$ cat config.mk
export PLATFORM = sky130hd
export DESIGN_NAME = csc_device_flat
export DESIGN_NICKNAME = d
export VERILOG_FILES = /design/src/csc_pkg.sv /design/src/csc_link_if.sv /design/src/csc_device.sv /design/src/flat_wrapper.sv
export SDC_FILE = /design/constraint.sdc
export NUM_CORES = 1
export LEC_CHECK = 0
export BUFFER_PORTS_ARGS = -buffer_cell sky130_fd_sc_hd__buf_2
export CAP_MARGIN = 20
export CELL_PAD_IN_SITES_DETAIL_PLACEMENT = 1
export CELL_PAD_IN_SITES_GLOBAL_PLACEMENT = 1
export CORE_AREA = 2 2 140 142
export DETAILED_ROUTE_END_ITERATION = 7
export DIE_AREA = 0 0 142 144
export PLACE_DENSITY = 0.88
export SYNTH_ARGS = -nofsm -noshare
export SYNTH_HDL_FRONTEND = slang
export SYNTH_SLANG_ARGS = --single-unit
$ cat constraint.sdc
create_clock -name I_CORE_CLK -period 4.3 [get_ports I_CORE_CLK]
set_clock_uncertainty 0.2 [all_clocks]
set_input_delay 0.215 -clock I_CORE_CLK [delete_from_list [all_inputs] [get_ports I_CORE_CLK]]
set_output_delay 0.215 -clock I_CORE_CLK [all_outputs]
set_load 0.05 [all_outputs]
$ cat src/csc_pkg.sv
// constants and rule summary of the conditional search control block
// Function
// - bit 0 picks pins or activity latches
// - bit 1 picks OR or AND combine
// - bit 2 picks reset input or strobe
// - power-on flag cleared only by write
// - power-on flag forces search response
// - bit 7 shows supply status, read-only
// - bits 4 to 6 read zero always
// - control/status resets to 08h
// - control/status written only by search write
// - masked channels compared against polarity bits
// - AND and OR combiners, term selects
// - AND needs every selected channel match
// - control commands only after ROM command
// - standard speed unless overdrive flag set
// - page read: two address bytes, up to 008Fh
// - inverted CRC16 after page end
// - ones after CRC until bus reset
// - pin sample timing for logic-state byte
// - channel read streams, CRC every 32
// - bus reset abandons channel read
// - mask and polarity reset to 00h
// - 008Eh and 008Fh read FFh
// - search write accepts 008Bh..008Dh only
package csc_pkg;
  // ----------------------------------------
  // commands and addresses
  // ----------------------------------------
  localparam logic [7:0] CMD_READ_PAGE = 8'hF0;
  localparam logic [7:0] CMD_CHAN_READ = 8'hF5;
  localparam logic [7:0] CMD_SEARCH_WRITE = 8'hCC;
  localparam logic [15:0] ADDR_LOGIC = 16'h0088;
  localparam logic [15:0] ADDR_OUT_LATCH = 16'h0089;
  localparam logic [15:0] ADDR_ACTIVITY = 16'h008A;
  localparam logic [15:0] ADDR_MASK = 16'h008B;
  localparam logic [15:0] ADDR_POLARITY = 16'h008C;
  localparam logic [15:0] ADDR_CONTROL = 16'h008D;
  localparam logic [15:0] ADDR_PAGE_END = 16'h008F;
  localparam logic [7:0] FILL_BYTE = 8'hFF;
  localparam logic [7:0] RESET_ZERO = 8'h00;
  // ----------------------------------------
  // control/status fields
  // ----------------------------------------
  localparam int BIT_SOURCE = 0;
  localparam int BIT_COMBINE = 1;
  localparam int BIT_ROLE = 2;
  localparam int BIT_POWER_ON = 3;
  localparam int BIT_SUPPLY = 7;
  localparam logic [7:0] CONTROL_RESET = 8'h08;
  localparam logic [7:0] CONTROL_WMASK = 8'h0F;
  localparam logic [5:0] SAMPLES_PER_CRC = 6'h20;
  localparam logic [15:0] CRC_POLY_REV = 16'hA001;
  localparam logic [15:0] CRC_CLEAR = 16'h0000;
  // ----------------------------------------
  // master side command codes
  // ----------------------------------------
  localparam logic [1:0] OP_READ_PAGE = 2'h0;
  localparam logic [1:0] OP_CHAN_READ = 2'h1;
  localparam logic [1:0] OP_SEARCH_WRITE = 2'h2;
  // avalon register offsets of the master controller (word index)
  localparam logic [2:0] REG_CMD = 3'h0;
  localparam logic [2:0] REG_ADDR = 3'h1;
  localparam logic [2:0] REG_WDATA = 3'h2;
  localparam logic [2:0] REG_STATUS = 3'h3;
  localparam logic [2:0] REG_RDATA = 3'h4;
  localparam logic [31:0] BAD_READ = 32'hDEADBEEF;
endpackage : csc_pkg

$ cat src/csc_link_if.sv
// byte-level link between the master controller and the device control block
`timescale 1ns/100ps
interface csc_link_if;
  logic bus_reset; // one-cycle bus reset event
  logic rom_done; // one-cycle ROM stage complete
  logic m_valid; // master byte pulse
  logic [7:0] m_byte;
  logic rd_req; // master requests one byte
  logic d_valid; // device answer byte pulse
  logic [7:0] d_byte;
  logic d_sample; // pin sample moment, pulse
  logic overdrive_flag;
  modport master (output bus_reset, output rom_done, output m_valid, output m_byte, output rd_req,
    output overdrive_flag, input d_valid, input d_byte, input d_sample);
  modport device (input bus_reset, input rom_done, input m_valid, input m_byte, input rd_req,
    input overdrive_flag, output d_valid, output d_byte, output d_sample);
endinterface : csc_link_if

$ cat src/csc_device.sv
// device end: register page, conditional search and read streams
//
// Decided for this implementation: the Avalon-MM register port.
`timescale 1ns/100ps
module csc_device (
  input wire logic I_CORE_CLK,
  input wire logic I_RST_N,
  csc_link_if.device link,
  input wire logic [7:0] I_PINS,
  input wire logic [7:0] I_ACTIVITY,
  input wire logic [7:0] I_OUT_LATCH,
  input wire logic I_SUPPLY,
  output logic O_SEARCH_RESPONSE,
  output logic O_STROBE_ROLE,
  output logic O_OVERDRIVE,
  output logic O_SAMPLE
);
  typedef enum logic [2:0] {
    ST_IDLE = 3'b000, ST_CMD = 3'b001, ST_ALO = 3'b010, ST_AHI = 3'b011,
    ST_PAGE = 3'b100, ST_CRC = 3'b101, ST_ONES = 3'b110, ST_WRITE = 3'b111
  } csc_state_e;
  typedef struct packed {
    csc_state_e st;
    logic [7:0] cmd;
    logic [15:0] addr;
    logic [7:0] mask;
    logic [7:0] polarity;
    logic [3:0] control;
    logic [15:0] crc;
    logic crc_half;
    logic chan;
    logic [5:0] count;
    logic [7:0] snap;
    logic d_valid;
    logic [7:0] d_byte;
    logic sample;
    logic response;
    logic [16:0] in_s1; // supply, activity latches, pins
    logic [16:0] in_s2;
    logic [16:0] in_s3;
    logic [16:0] in_f; // settled pin inputs
  } csc_dev_s;
  csc_dev_s cur;
  csc_dev_s nxt;
  logic [7:0] src;
  logic [7:0] hit;
  // ----------------------------------------
  // helper
  // ----------------------------------------
  function automatic logic [15:0] crc_byte(input logic [15:0] c, input logic [7:0] d);
    logic [15:0] r;
    r = c;
    for (int i = 0; i < 8; i++) begin
      r = (r[0] ^ d[i]) ? ((r >> 1) ^ csc_pkg::CRC_POLY_REV) : (r >> 1);
    end
    return r;
  endfunction : crc_byte
  function automatic logic [7:0] page_byte(input csc_dev_s s, input logic [15:0] a);
    logic [7:0] v;
    v = csc_pkg::FILL_BYTE;
    case (a)
      csc_pkg::ADDR_LOGIC: v = s.snap;
      csc_pkg::ADDR_OUT_LATCH: v = I_OUT_LATCH;
      csc_pkg::ADDR_ACTIVITY: v = s.in_f[15:8];
      csc_pkg::ADDR_MASK: v = s.mask;
      csc_pkg::ADDR_POLARITY: v = s.polarity;
      csc_pkg::ADDR_CONTROL: v = {s.in_f[16], 3'h0, s.control};
      default: v = (a < csc_pkg::ADDR_LOGIC) ? csc_pkg::FILL_BYTE : csc_pkg::FILL_BYTE;
    endcase
    return v;
  endfunction : page_byte
  // ----------------------------------------
  // search qualifier
  // ----------------------------------------
  // source pick, per-channel compare against polarity
  always_comb begin
    src = cur.control[csc_pkg::BIT_SOURCE] ? cur.in_f[15:8] : cur.in_f[7:0];
    hit = ~(src ^ cur.polarity);
  end
  // ----------------------------------------
  // next state
  // ----------------------------------------
  always_comb begin
    nxt = cur;
    nxt.d_valid = 1'b0;
    nxt.sample = 1'b0;
    // three-stage capture of the pins; a bit moves on only once stages two and three agree
    nxt.in_s1 = {I_SUPPLY, I_ACTIVITY, I_PINS};
    nxt.in_s2 = cur.in_s1;
    nxt.in_s3 = cur.in_s2;
    nxt.in_f = (cur.in_s2 & cur.in_s3) | (cur.in_f & (cur.in_s2 | cur.in_s3));
    // AND/OR combine, power-on flag forces an answer
    nxt.response = cur.control[csc_pkg::BIT_POWER_ON]
      | (cur.control[csc_pkg::BIT_COMBINE] ? (((hit | ~cur.mask) == 8'hFF) && (cur.mask != 8'h00))
      : |(hit & cur.mask));
    if (link.bus_reset) begin
      nxt.st = ST_IDLE;
    end else begin
      case (cur.st)
        ST_IDLE: begin
          if (link.rom_done) begin
            nxt.st = ST_CMD;
          end
        end
        ST_CMD: begin
          if (link.m_valid) begin
            nxt.cmd = link.m_byte;
            nxt.crc = crc_byte(csc_pkg::CRC_CLEAR, link.m_byte);
            nxt.count = 6'h00;
            nxt.crc_half = 1'b0;
            if (link.m_byte == csc_pkg::CMD_CHAN_READ) begin
              nxt.chan = 1'b1;
              nxt.snap = cur.in_f[7:0];
              nxt.sample = 1'b1;
              nxt.st = ST_PAGE;
            end else if (link.m_byte == csc_pkg::CMD_READ_PAGE || link.m_byte == csc_pkg::CMD_SEARCH_WRITE) begin
              nxt.chan = 1'b0;
              nxt.st = ST_ALO;
            end else begin
              nxt.st = ST_ONES;
            end
          end
        end
        ST_ALO: begin
          if (link.m_valid) begin
            nxt.addr[7:0] = link.m_byte;
            nxt.crc = crc_byte(cur.crc, link.m_byte);
            nxt.st = ST_AHI;
          end
        end
        ST_AHI: begin
          if (link.m_valid) begin
            nxt.addr[15:8] = link.m_byte;
            nxt.crc = crc_byte(cur.crc, link.m_byte);
            nxt.st = (cur.cmd == csc_pkg::CMD_SEARCH_WRITE) ? ST_WRITE : ST_PAGE;
            if (cur.cmd == csc_pkg::CMD_READ_PAGE && {link.m_byte, cur.addr[7:0]} <= csc_pkg::ADDR_LOGIC) begin
              nxt.snap = cur.in_f[7:0];
              nxt.sample = 1'b1;
            end
          end
        end
        ST_PAGE: begin
          if (link.rd_req) begin
            nxt.d_valid = 1'b1;
            if (cur.chan) begin
              nxt.d_byte = cur.snap;
              nxt.crc = crc_byte(cur.crc, cur.snap);
              nxt.count = cur.count + 6'h01;
              if (cur.count + 6'h01 == csc_pkg::SAMPLES_PER_CRC) begin
                nxt.st = ST_CRC;
              end else begin
                nxt.snap = cur.in_f[7:0];
                nxt.sample = 1'b1;
              end
            end else begin
              nxt.d_byte = page_byte(cur, cur.addr);
              nxt.crc = crc_byte(cur.crc, nxt.d_byte);
              nxt.addr = cur.addr + 16'h0001;
              if (cur.addr >= csc_pkg::ADDR_PAGE_END) begin
                nxt.st = ST_CRC;
              end
            end
          end
        end
        ST_CRC: begin
          if (link.rd_req) begin
            nxt.d_valid = 1'b1;
            nxt.d_byte = cur.crc_half ? ~cur.crc[15:8] : ~cur.crc[7:0];
            nxt.crc_half = ~cur.crc_half;
            if (cur.crc_half) begin
              if (cur.chan) begin
                nxt.crc = csc_pkg::CRC_CLEAR;
                nxt.count = 6'h00;
                nxt.snap = cur.in_f[7:0];
                nxt.sample = 1'b1;
                nxt.st = ST_PAGE;
              end else begin
                nxt.st = ST_ONES;
              end
            end
          end
        end
        ST_ONES: begin
          if (link.rd_req) begin
            nxt.d_valid = 1'b1;
            nxt.d_byte = csc_pkg::FILL_BYTE;
          end
        end
        ST_WRITE: begin
          if (link.m_valid) begin
            // only mask, polarity and control take writes
            case (cur.addr)
              csc_pkg::ADDR_MASK: nxt.mask = link.m_byte;
              csc_pkg::ADDR_POLARITY: nxt.polarity = link.m_byte;
              csc_pkg::ADDR_CONTROL: nxt.control = link.m_byte[3:0];
              default: nxt.control = cur.control;
            endcase
            if (cur.addr >= csc_pkg::ADDR_MASK && cur.addr < csc_pkg::ADDR_CONTROL) begin
              nxt.addr = cur.addr + 16'h0001;
            end else begin
              nxt.addr = 16'hFFFF; // later bytes ignored
            end
          end
        end
        default: nxt.st = ST_IDLE;
      endcase
    end
  end
  // ----------------------------------------
  // state register
  // ----------------------------------------
  always_ff @(posedge I_CORE_CLK or negedge I_RST_N) begin
    if (!I_RST_N) begin
      cur <= '0;
      cur.st <= ST_IDLE;
      cur.mask <= csc_pkg::RESET_ZERO;
      cur.polarity <= csc_pkg::RESET_ZERO;
      cur.control <= csc_pkg::CONTROL_RESET[3:0];
    end else begin
      cur <= nxt;
    end
  end
  // outputs straight from flip-flops
  assign O_SEARCH_RESPONSE = cur.response;
  assign O_STROBE_ROLE = cur.control[csc_pkg::BIT_ROLE];
  assign O_OVERDRIVE = link.overdrive_flag;
  assign O_SAMPLE = cur.sample;
  assign link.d_valid = cur.d_valid;
  assign link.d_byte = cur.d_byte;
  assign link.d_sample = cur.sample;
endmodule : csc_device

$ cat src/flat_wrapper.sv
// flat-port wrapper written by rule: the top's interface ports become plain ports
module csc_device_flat 
  (I_CORE_CLK, I_RST_N, I_PINS, I_ACTIVITY, I_OUT_LATCH, I_SUPPLY, O_SEARCH_RESPONSE, O_STROBE_ROLE, O_OVERDRIVE, O_SAMPLE, link_bus_reset, link_rom_done, link_m_valid, link_m_byte, link_rd_req, link_overdrive_flag, link_d_valid, link_d_byte, link_d_sample);
  csc_link_if link_i ();
  input wire logic I_CORE_CLK;
  input wire logic I_RST_N;
  input wire logic [7:0] I_PINS;
  input wire logic [7:0] I_ACTIVITY;
  input wire logic [7:0] I_OUT_LATCH;
  input wire logic I_SUPPLY;
  output logic O_SEARCH_RESPONSE;
  output logic O_STROBE_ROLE;
  output logic O_OVERDRIVE;
  output logic O_SAMPLE;
  input wire logic [$bits(link_i.bus_reset)-1:0] link_bus_reset;
  input wire logic [$bits(link_i.rom_done)-1:0] link_rom_done;
  input wire logic [$bits(link_i.m_valid)-1:0] link_m_valid;
  input wire logic [$bits(link_i.m_byte)-1:0] link_m_byte;
  input wire logic [$bits(link_i.rd_req)-1:0] link_rd_req;
  input wire logic [$bits(link_i.overdrive_flag)-1:0] link_overdrive_flag;
  output wire logic [$bits(link_i.d_valid)-1:0] link_d_valid;
  output wire logic [$bits(link_i.d_byte)-1:0] link_d_byte;
  output wire logic [$bits(link_i.d_sample)-1:0] link_d_sample;
  assign link_i.bus_reset = link_bus_reset;
  assign link_i.rom_done = link_rom_done;
  assign link_i.m_valid = link_m_valid;
  assign link_i.m_byte = link_m_byte;
  assign link_i.rd_req = link_rd_req;
  assign link_i.overdrive_flag = link_overdrive_flag;
  assign link_d_valid = link_i.d_valid;
  assign link_d_byte = link_i.d_byte;
  assign link_d_sample = link_i.d_sample;
  csc_device u_core (.I_CORE_CLK(I_CORE_CLK), .I_RST_N(I_RST_N), .link(link_i), .I_PINS(I_PINS), .I_ACTIVITY(I_ACTIVITY), .I_OUT_LATCH(I_OUT_LATCH), .I_SUPPLY(I_SUPPLY), .O_SEARCH_RESPONSE(O_SEARCH_RESPONSE), .O_STROBE_ROLE(O_STROBE_ROLE), .O_OVERDRIVE(O_OVERDRIVE), .O_SAMPLE(O_SAMPLE));
endmodule
Word level (Yosys, flattened, before mapping)
Index checks and enable logic that the tools add are counted.

Word-level logic and storage cells: 275. Bits in registers: 158. Bits of input ports: 40.

Multiplexer cells: 101. $add $sub $neg: 2. Eq/ne operators: 44. Magnitude comparators: 4. Reductions and logical operators: 30. Bitwise gates (word level): 74.

Operators by type and width (number): 16-bit 2-to-1 mux (40); 8-bit 2-to-1 mux (14); 16-bit by 8-bit equality test with 1-bit output (second input constant) (6); 2-bit inverter with 3-bit output (29); 16-bit one-hot mux with 4 select lines (1); 8-bit equality test (second input constant) (6); 24-bit 2-to-1 mux (2); 8-bit one-hot mux with 3 select lines (2); 8-bit one-hot mux with 6 select lines (1); 14-bit 2-to-1 mux (3); 3-bit 2-to-1 mux (12); 36-bit 2-to-1 mux (1); 17-bit bitwise AND (2); 17-bit OR (2); 16-bit by 8-bit greater-or-equal comparator with 1-bit output (second input constant) (2); 32-bit 2-to-1 mux (1); 8-bit inverter (4); 8-bit one-hot mux with 4 select lines (1); 1-bit XOR (31); 9-bit one-hot mux with 3 select lines (1); 4-bit AND reduction (5); 2-bit inequality test (second input constant) (9); 3-bit inequality test (second input constant) (6); 3-bit one-hot mux with 6 select lines (1); 43 further kinds (73).

Depth between registers and ports, before layout
Depth in word-level cells: 25. Gate-level depth with buffers: 13. Gate-level depth less buffers: 11.

Worst setup path after synthesis
No wires, ideal clock.

Path type: reg2reg. From: register u_core.cur[137] in the netlist's numbering. To: register u_core.cur[95] in the netlist's numbering. Setup slack: 834 ps. Stages on the path, launching flop included: 10. Arrival: 3180 ps. Buffers on the path: 0. Cell sequence: dfrtp_1 or4b_4 nor4_4 nand2_1 o221ai_2 xnor3_1 xnor3_1 mux2_4 o311a_1 nor3_1.

Cells in the longest elaborated chain, start to end: 25. Elaborated cells on any way between the ends: 30. Classes of those cells: eq/ne (6); mux (16); bitwise (8).

RTL lines: start, declared (RTL line csc_device.sv:43) `csc_dev_s cur;`; start signal, assigned (RTL line csc_device.sv:220) `cur <= nxt;`; 16-bit by 8-bit equality test with 1-bit output (RTL line csc_device.sv:61) `case (a)`; 8-bit one-hot mux with 6 select lines * (RTL line csc_device.sv:61); 8-bit 2-to-1 mux * (RTL line csc_device.sv:145) `if (cur.chan) begin`; 8-bit 2-to-1 mux * (RTL line csc_device.sv:143) `if (link.rd_req) begin`; 8-bit 2-to-1 mux * (RTL line csc_device.sv:99) `case (cur.st)`; 8-bit 2-to-1 mux * (RTL line csc_device.sv:96) `if (link.bus_reset) begin`; 1-bit XOR (RTL line csc_device.sv:54) `r = (r[0] ^ d[i]) ? ((r >> 1) ^ csc_pkg::CRC_POLY_REV) : (r >> 1);`; 16-bit 2-to-1 mux (RTL line csc_device.sv:54); [9 not listed]; 16-bit 2-to-1 mux (RTL line csc_device.sv:54); 1-bit XOR (RTL line csc_device.sv:54); 16-bit 2-to-1 mux (RTL line csc_device.sv:54); 1-bit XOR * (RTL line csc_device.sv:54); 16-bit 2-to-1 mux * (RTL line csc_device.sv:54); 16-bit 2-to-1 mux * (RTL line csc_device.sv:145); 16-bit 2-to-1 mux * (RTL line csc_device.sv:143); 16-bit one-hot mux with 4 select lines * (RTL line csc_device.sv:99).

Mark *: on every way between the ends. The rest lies on a longest branch, timed or not. The select of a mux whose other input is x is not followed. A chain may end at the register's enable or synchronous reset.

Worst setup path after layout
From: register u_core.cur[138] in the netlist's numbering. To: register u_core.cur[95] in the netlist's numbering.

Same word-level chain as after synthesis.

==> metrics.yaml <==
die_h_um: 144
critPathKind: "flip-flop to flip-flop"
setup_tns_ps: 0
syn_nets: 978
residual_drc_count: 0
max_slew.worst_pin.slew_ps: 926
core.rowCount: 51
r2r.worst_path.cells: 9
grt_antenna_before_repair: 0
ctsLongestPathBuffers: 2
antenna-diode-count: 0
first_iter_violations: 576
worstHoldEndpoint: "u_core.cur[101]$_DFFE_PN0P_"
cell_with_the_largest_stage_delay_on_the_worst_path: "sky130_fd_sc_hd__dfrtp_1"
finalHoldViolations: 0
cts_post_setup_buffers_inserted: 0
status: "completed"
crit_path_max_incr_delay_ps: 560
synth.most_common_cell: "sky130_fd_sc_hd__dfrtp_1"
yosys-top-cells-area: "sky130_fd_sc_hd__dfrtp_1 44%, sky130_fd_sc_hd__nand2_1 4.8%, sky130_fd_sc_hd__o21ai_0 4.7%"
dp_hpwl_um: 20000
crit_path_max_fanout: 9
syn-cell-area_sq_um: 8900
synth_seq_cells: 158
postSynthCellCount: 920
dr.pass1.iters: 5
critical_path_cell_list: "nor4b_2, nand4_1, a211oi_1, nand3_2, xnor3_1, xnor3_1, mux2_4, o311a_1, nor3_1"
hold_path_depth: 3
clock_sink_count: 158
synth_largest_area_cell: "sky130_fd_sc_hd__dfrtp_1"
area.growth.synth_to_final_pct: 13.9
post_synth_num_cell_types: 83
holdCritPathClass: "primary input to flip-flop"
startpoint_of_the_most_critical_hold_path: "link_m_byte[0]"
drive_gt1_frac: 0.139
vias: 7570
initial_utilization: 0.466
timing.critical_path.to_type: "flip-flop"
cp_dominant_cell_by_count: "sky130_fd_sc_hd__xnor3_1"
static-leakage-power_uw: 0.00430
worst-endpoint-required_ps: 4450
crit_path_start_kind: "flip-flop"
cp.arrival_ps: 4120
clock_transition_at_the_registers_of_the_reported_paths_ps: 80
cap_violations: 0
post-route-period-util: 0.922
drt-wirelength-per-cell_um: 23.2
setup_viol: 0
grt_pass1_wl_um: 44400
routed_wirelength_um: 28300
power.density_cell_area_nw_per_um2: 506
ctsRootBufferMaster: "sky130_fd_sc_hd__clkbuf_16"
crit-reg2reg-capture: "u_core.cur[95]$_DFFE_PN0P_"
tritoncts: "yes"
gr-total-overflow: 0
core_sq_um: 19100
gp_congestion: 0.945
seq_area_frac_synth: 0.444
max_freq_ghz: 0.252
top_level_ports: 54
vias_per_cell: 6.20
postRouteAntennaNets: 0
fp.dieArea_sq_um: 20400
numCtsBuffers: 17
post-route-min-period_ps: 3960
final-max-slew-violation-count: 0
timing.reg2reg.setup_slack_ps: 340
grt_setup_unrepaired: "no"
source_to_sink_clock_delay_at_the_later_pin_of_the_worst_skew_pair_ps: 440
edff_count_synth: 0
yosysWarningCount: 0
grt_max_degree: 84
slew_headroom: 0.375
portBuffers: 51
cts_htree_levels: 4
chipWidth_um: 142
final_net_count: 1028
r2r_start: "u_core.cur[138]$_DFFE_PN0P_"
fillers: 2115
whs_ps: 39.5
asyncSetResetFlopFracSynth: 1.00
via_count_of_the_first_global_routing_pass: 7843
global_route.usage.total: 0.286
cts_hold_repair.buffers: 21
avgSynthCellArea_sq_um: 9.67
synth-main-ff-cell: "sky130_fd_sc_hd__dfrtp_1"
synth_top_cells_by_count: "157 x sky130_fd_sc_hd__dfrtp_1, 113 x sky130_fd_sc_hd__nand2_1, 84 x sky130_fd_sc_hd__o21ai_0"
irDropWorstVdd_mv: 0.318
yosysTopAreaCellShare: 0.441
postcts_resize_cnt: 0
per-stage QoR:
stage / cell area, sq um / std cells / setup WS [ps] / utilization / power, uW
floorplan: 8900 / 920 / 834 / - / 3090
global placement: 9300 / 1168 / 518 / 0.487 / 3420
detailed placement: 9300 / 1168 / 438 / 0.487 / 3510
CTS: 10100 / 1221 / 416 / 0.531 / 5140
global route: 10100 / 1221 / 163 / 0.531 / 5380
finish: 10100 / 1221 / 335 / 0.531 / 5130
layout make-up:
class,instances,area (sq um),share of cell area
multi-input combinational,670,4530,0.447
clock buffer,17,425,0.0420
sequential,158,3960,0.390
clock inverter,15,204,0.0201
inverter,34,128,0.0126
timing repair buffer,89,599,0.0591
tap,238,298,0.0294
state kept, by name (all words and copies together) (netlist names):
name,cells
u_core.O_SAMPLE,1
u_core.O_SEARCH_RESPONSE,1
u_core.O_STROBE_ROLE,1
u_core.cur,146
u_core.link.d_byte,8
u_core.link.d_valid,1
cells in the final DEF, fill, tap and decap left out, types with 8 or more instances in the layout:
| cell | count |
|---|---|
| sky130_fd_sc_hd__ha_1 | 18 |
| sky130_fd_sc_hd__maj3_1 | 17 |
| sky130_fd_sc_hd__a31oi_1 | 11 |
| sky130_fd_sc_hd__nand3_1 | 40 |
| sky130_fd_sc_hd__nand4_1 | 15 |
| sky130_fd_sc_hd__buf_2 | 50 |
| sky130_fd_sc_hd__nand2b_1 | 12 |
| sky130_fd_sc_hd__dfrtp_1 | 157 |
| sky130_fd_sc_hd__o21a_1 | 10 |
| sky130_fd_sc_hd__o221ai_1 | 11 |
| sky130_fd_sc_hd__nor2_1 | 43 |
| sky130_fd_sc_hd__a22o_1 | 26 |
| sky130_fd_sc_hd__xnor2_1 | 44 |
| sky130_fd_sc_hd__o21ai_0 | 84 |
| sky130_fd_sc_hd__inv_1 | 32 |
| sky130_fd_sc_hd__o31ai_1 | 8 |
| sky130_fd_sc_hd__nand2_1 | 113 |
| sky130_fd_sc_hd__xor2_1 | 25 |
| sky130_fd_sc_hd__a21oi_1 | 32 |
| sky130_fd_sc_hd__o211ai_1 | 10 |
| sky130_fd_sc_hd__clkbuf_16 | 17 |
| sky130_fd_sc_hd__dlygate4sd3_1 | 21 |
| sky130_fd_sc_hd__buf_4 | 17 |
| sky130_fd_sc_hd__a22oi_1 | 14 |
| sky130_fd_sc_hd__mux2i_1 | 17 |
where the power goes:
| group | switching [uW] | internal (uW) |
|---|---|---|
| Clock | 784 | 804 |
| Sequential | 280 | 1680 |
| Combinational | 881 | 710 |
cell families (layout without fill, tap and decap cells):
family          after synthesis  in the layout  share of synthesized area
buf+inv                      92            155                     0.0467
mux                          25             25                     0.0297
xor+xnor                     74             74                     0.0799
simple gates                276            276                      0.158
fa+ha+maj                    35             35                     0.0444
compound gates              260            260                      0.197
flops                       158            158                      0.444
worst max-delay path: cells and delay by family, from the launching register on:
kind             cells  cell delay (ps)
multiplexers         1              340
flip-flops           1              560
AND/OR/NAND/NOR      4             1260
AO/OA/AOI/OAI        2              770
XOR/XNOR             2              760
metal layers:
metal	GRT usage	up-vias	wire length [um]
li1	-	3423	-
met1	0.365	3806	11800
met2	0.489	278	14000
met3	0.0520	63	1700
met5	0	-	0
met4	0.103	0	843
worst max path at each step:
stage / slack [ps] / end / depth (start not counted) / from
2_1_floorplan: 830 / u_core.cur[95]$_DFFE_PN0P_ / 9 / u_core.cur[137]$_DFFE_PN0P_
3_3_place_gp: 520 / u_core.cur[95]$_DFFE_PN0P_ / 9 / u_core.cur[137]$_DFFE_PN0P_
5_1_grt: 160 / u_core.cur[95]$_DFFE_PN0P_ / 11 / u_core.cur[131]$_DFFE_PN0P_
3_5_place_dp: 440 / u_core.cur[95]$_DFFE_PN0P_ / 9 / u_core.cur[137]$_DFFE_PN0P_
6_report: 340 / u_core.cur[95]$_DFFE_PN0P_ / 9 / u_core.cur[138]$_DFFE_PN0P_
4_1_cts: 420 / u_core.cur[95]$_DFFE_PN0P_ / 9 / u_core.cur[138]$_DFFE_PN0P_
Power figures use the tool's default switching activity.
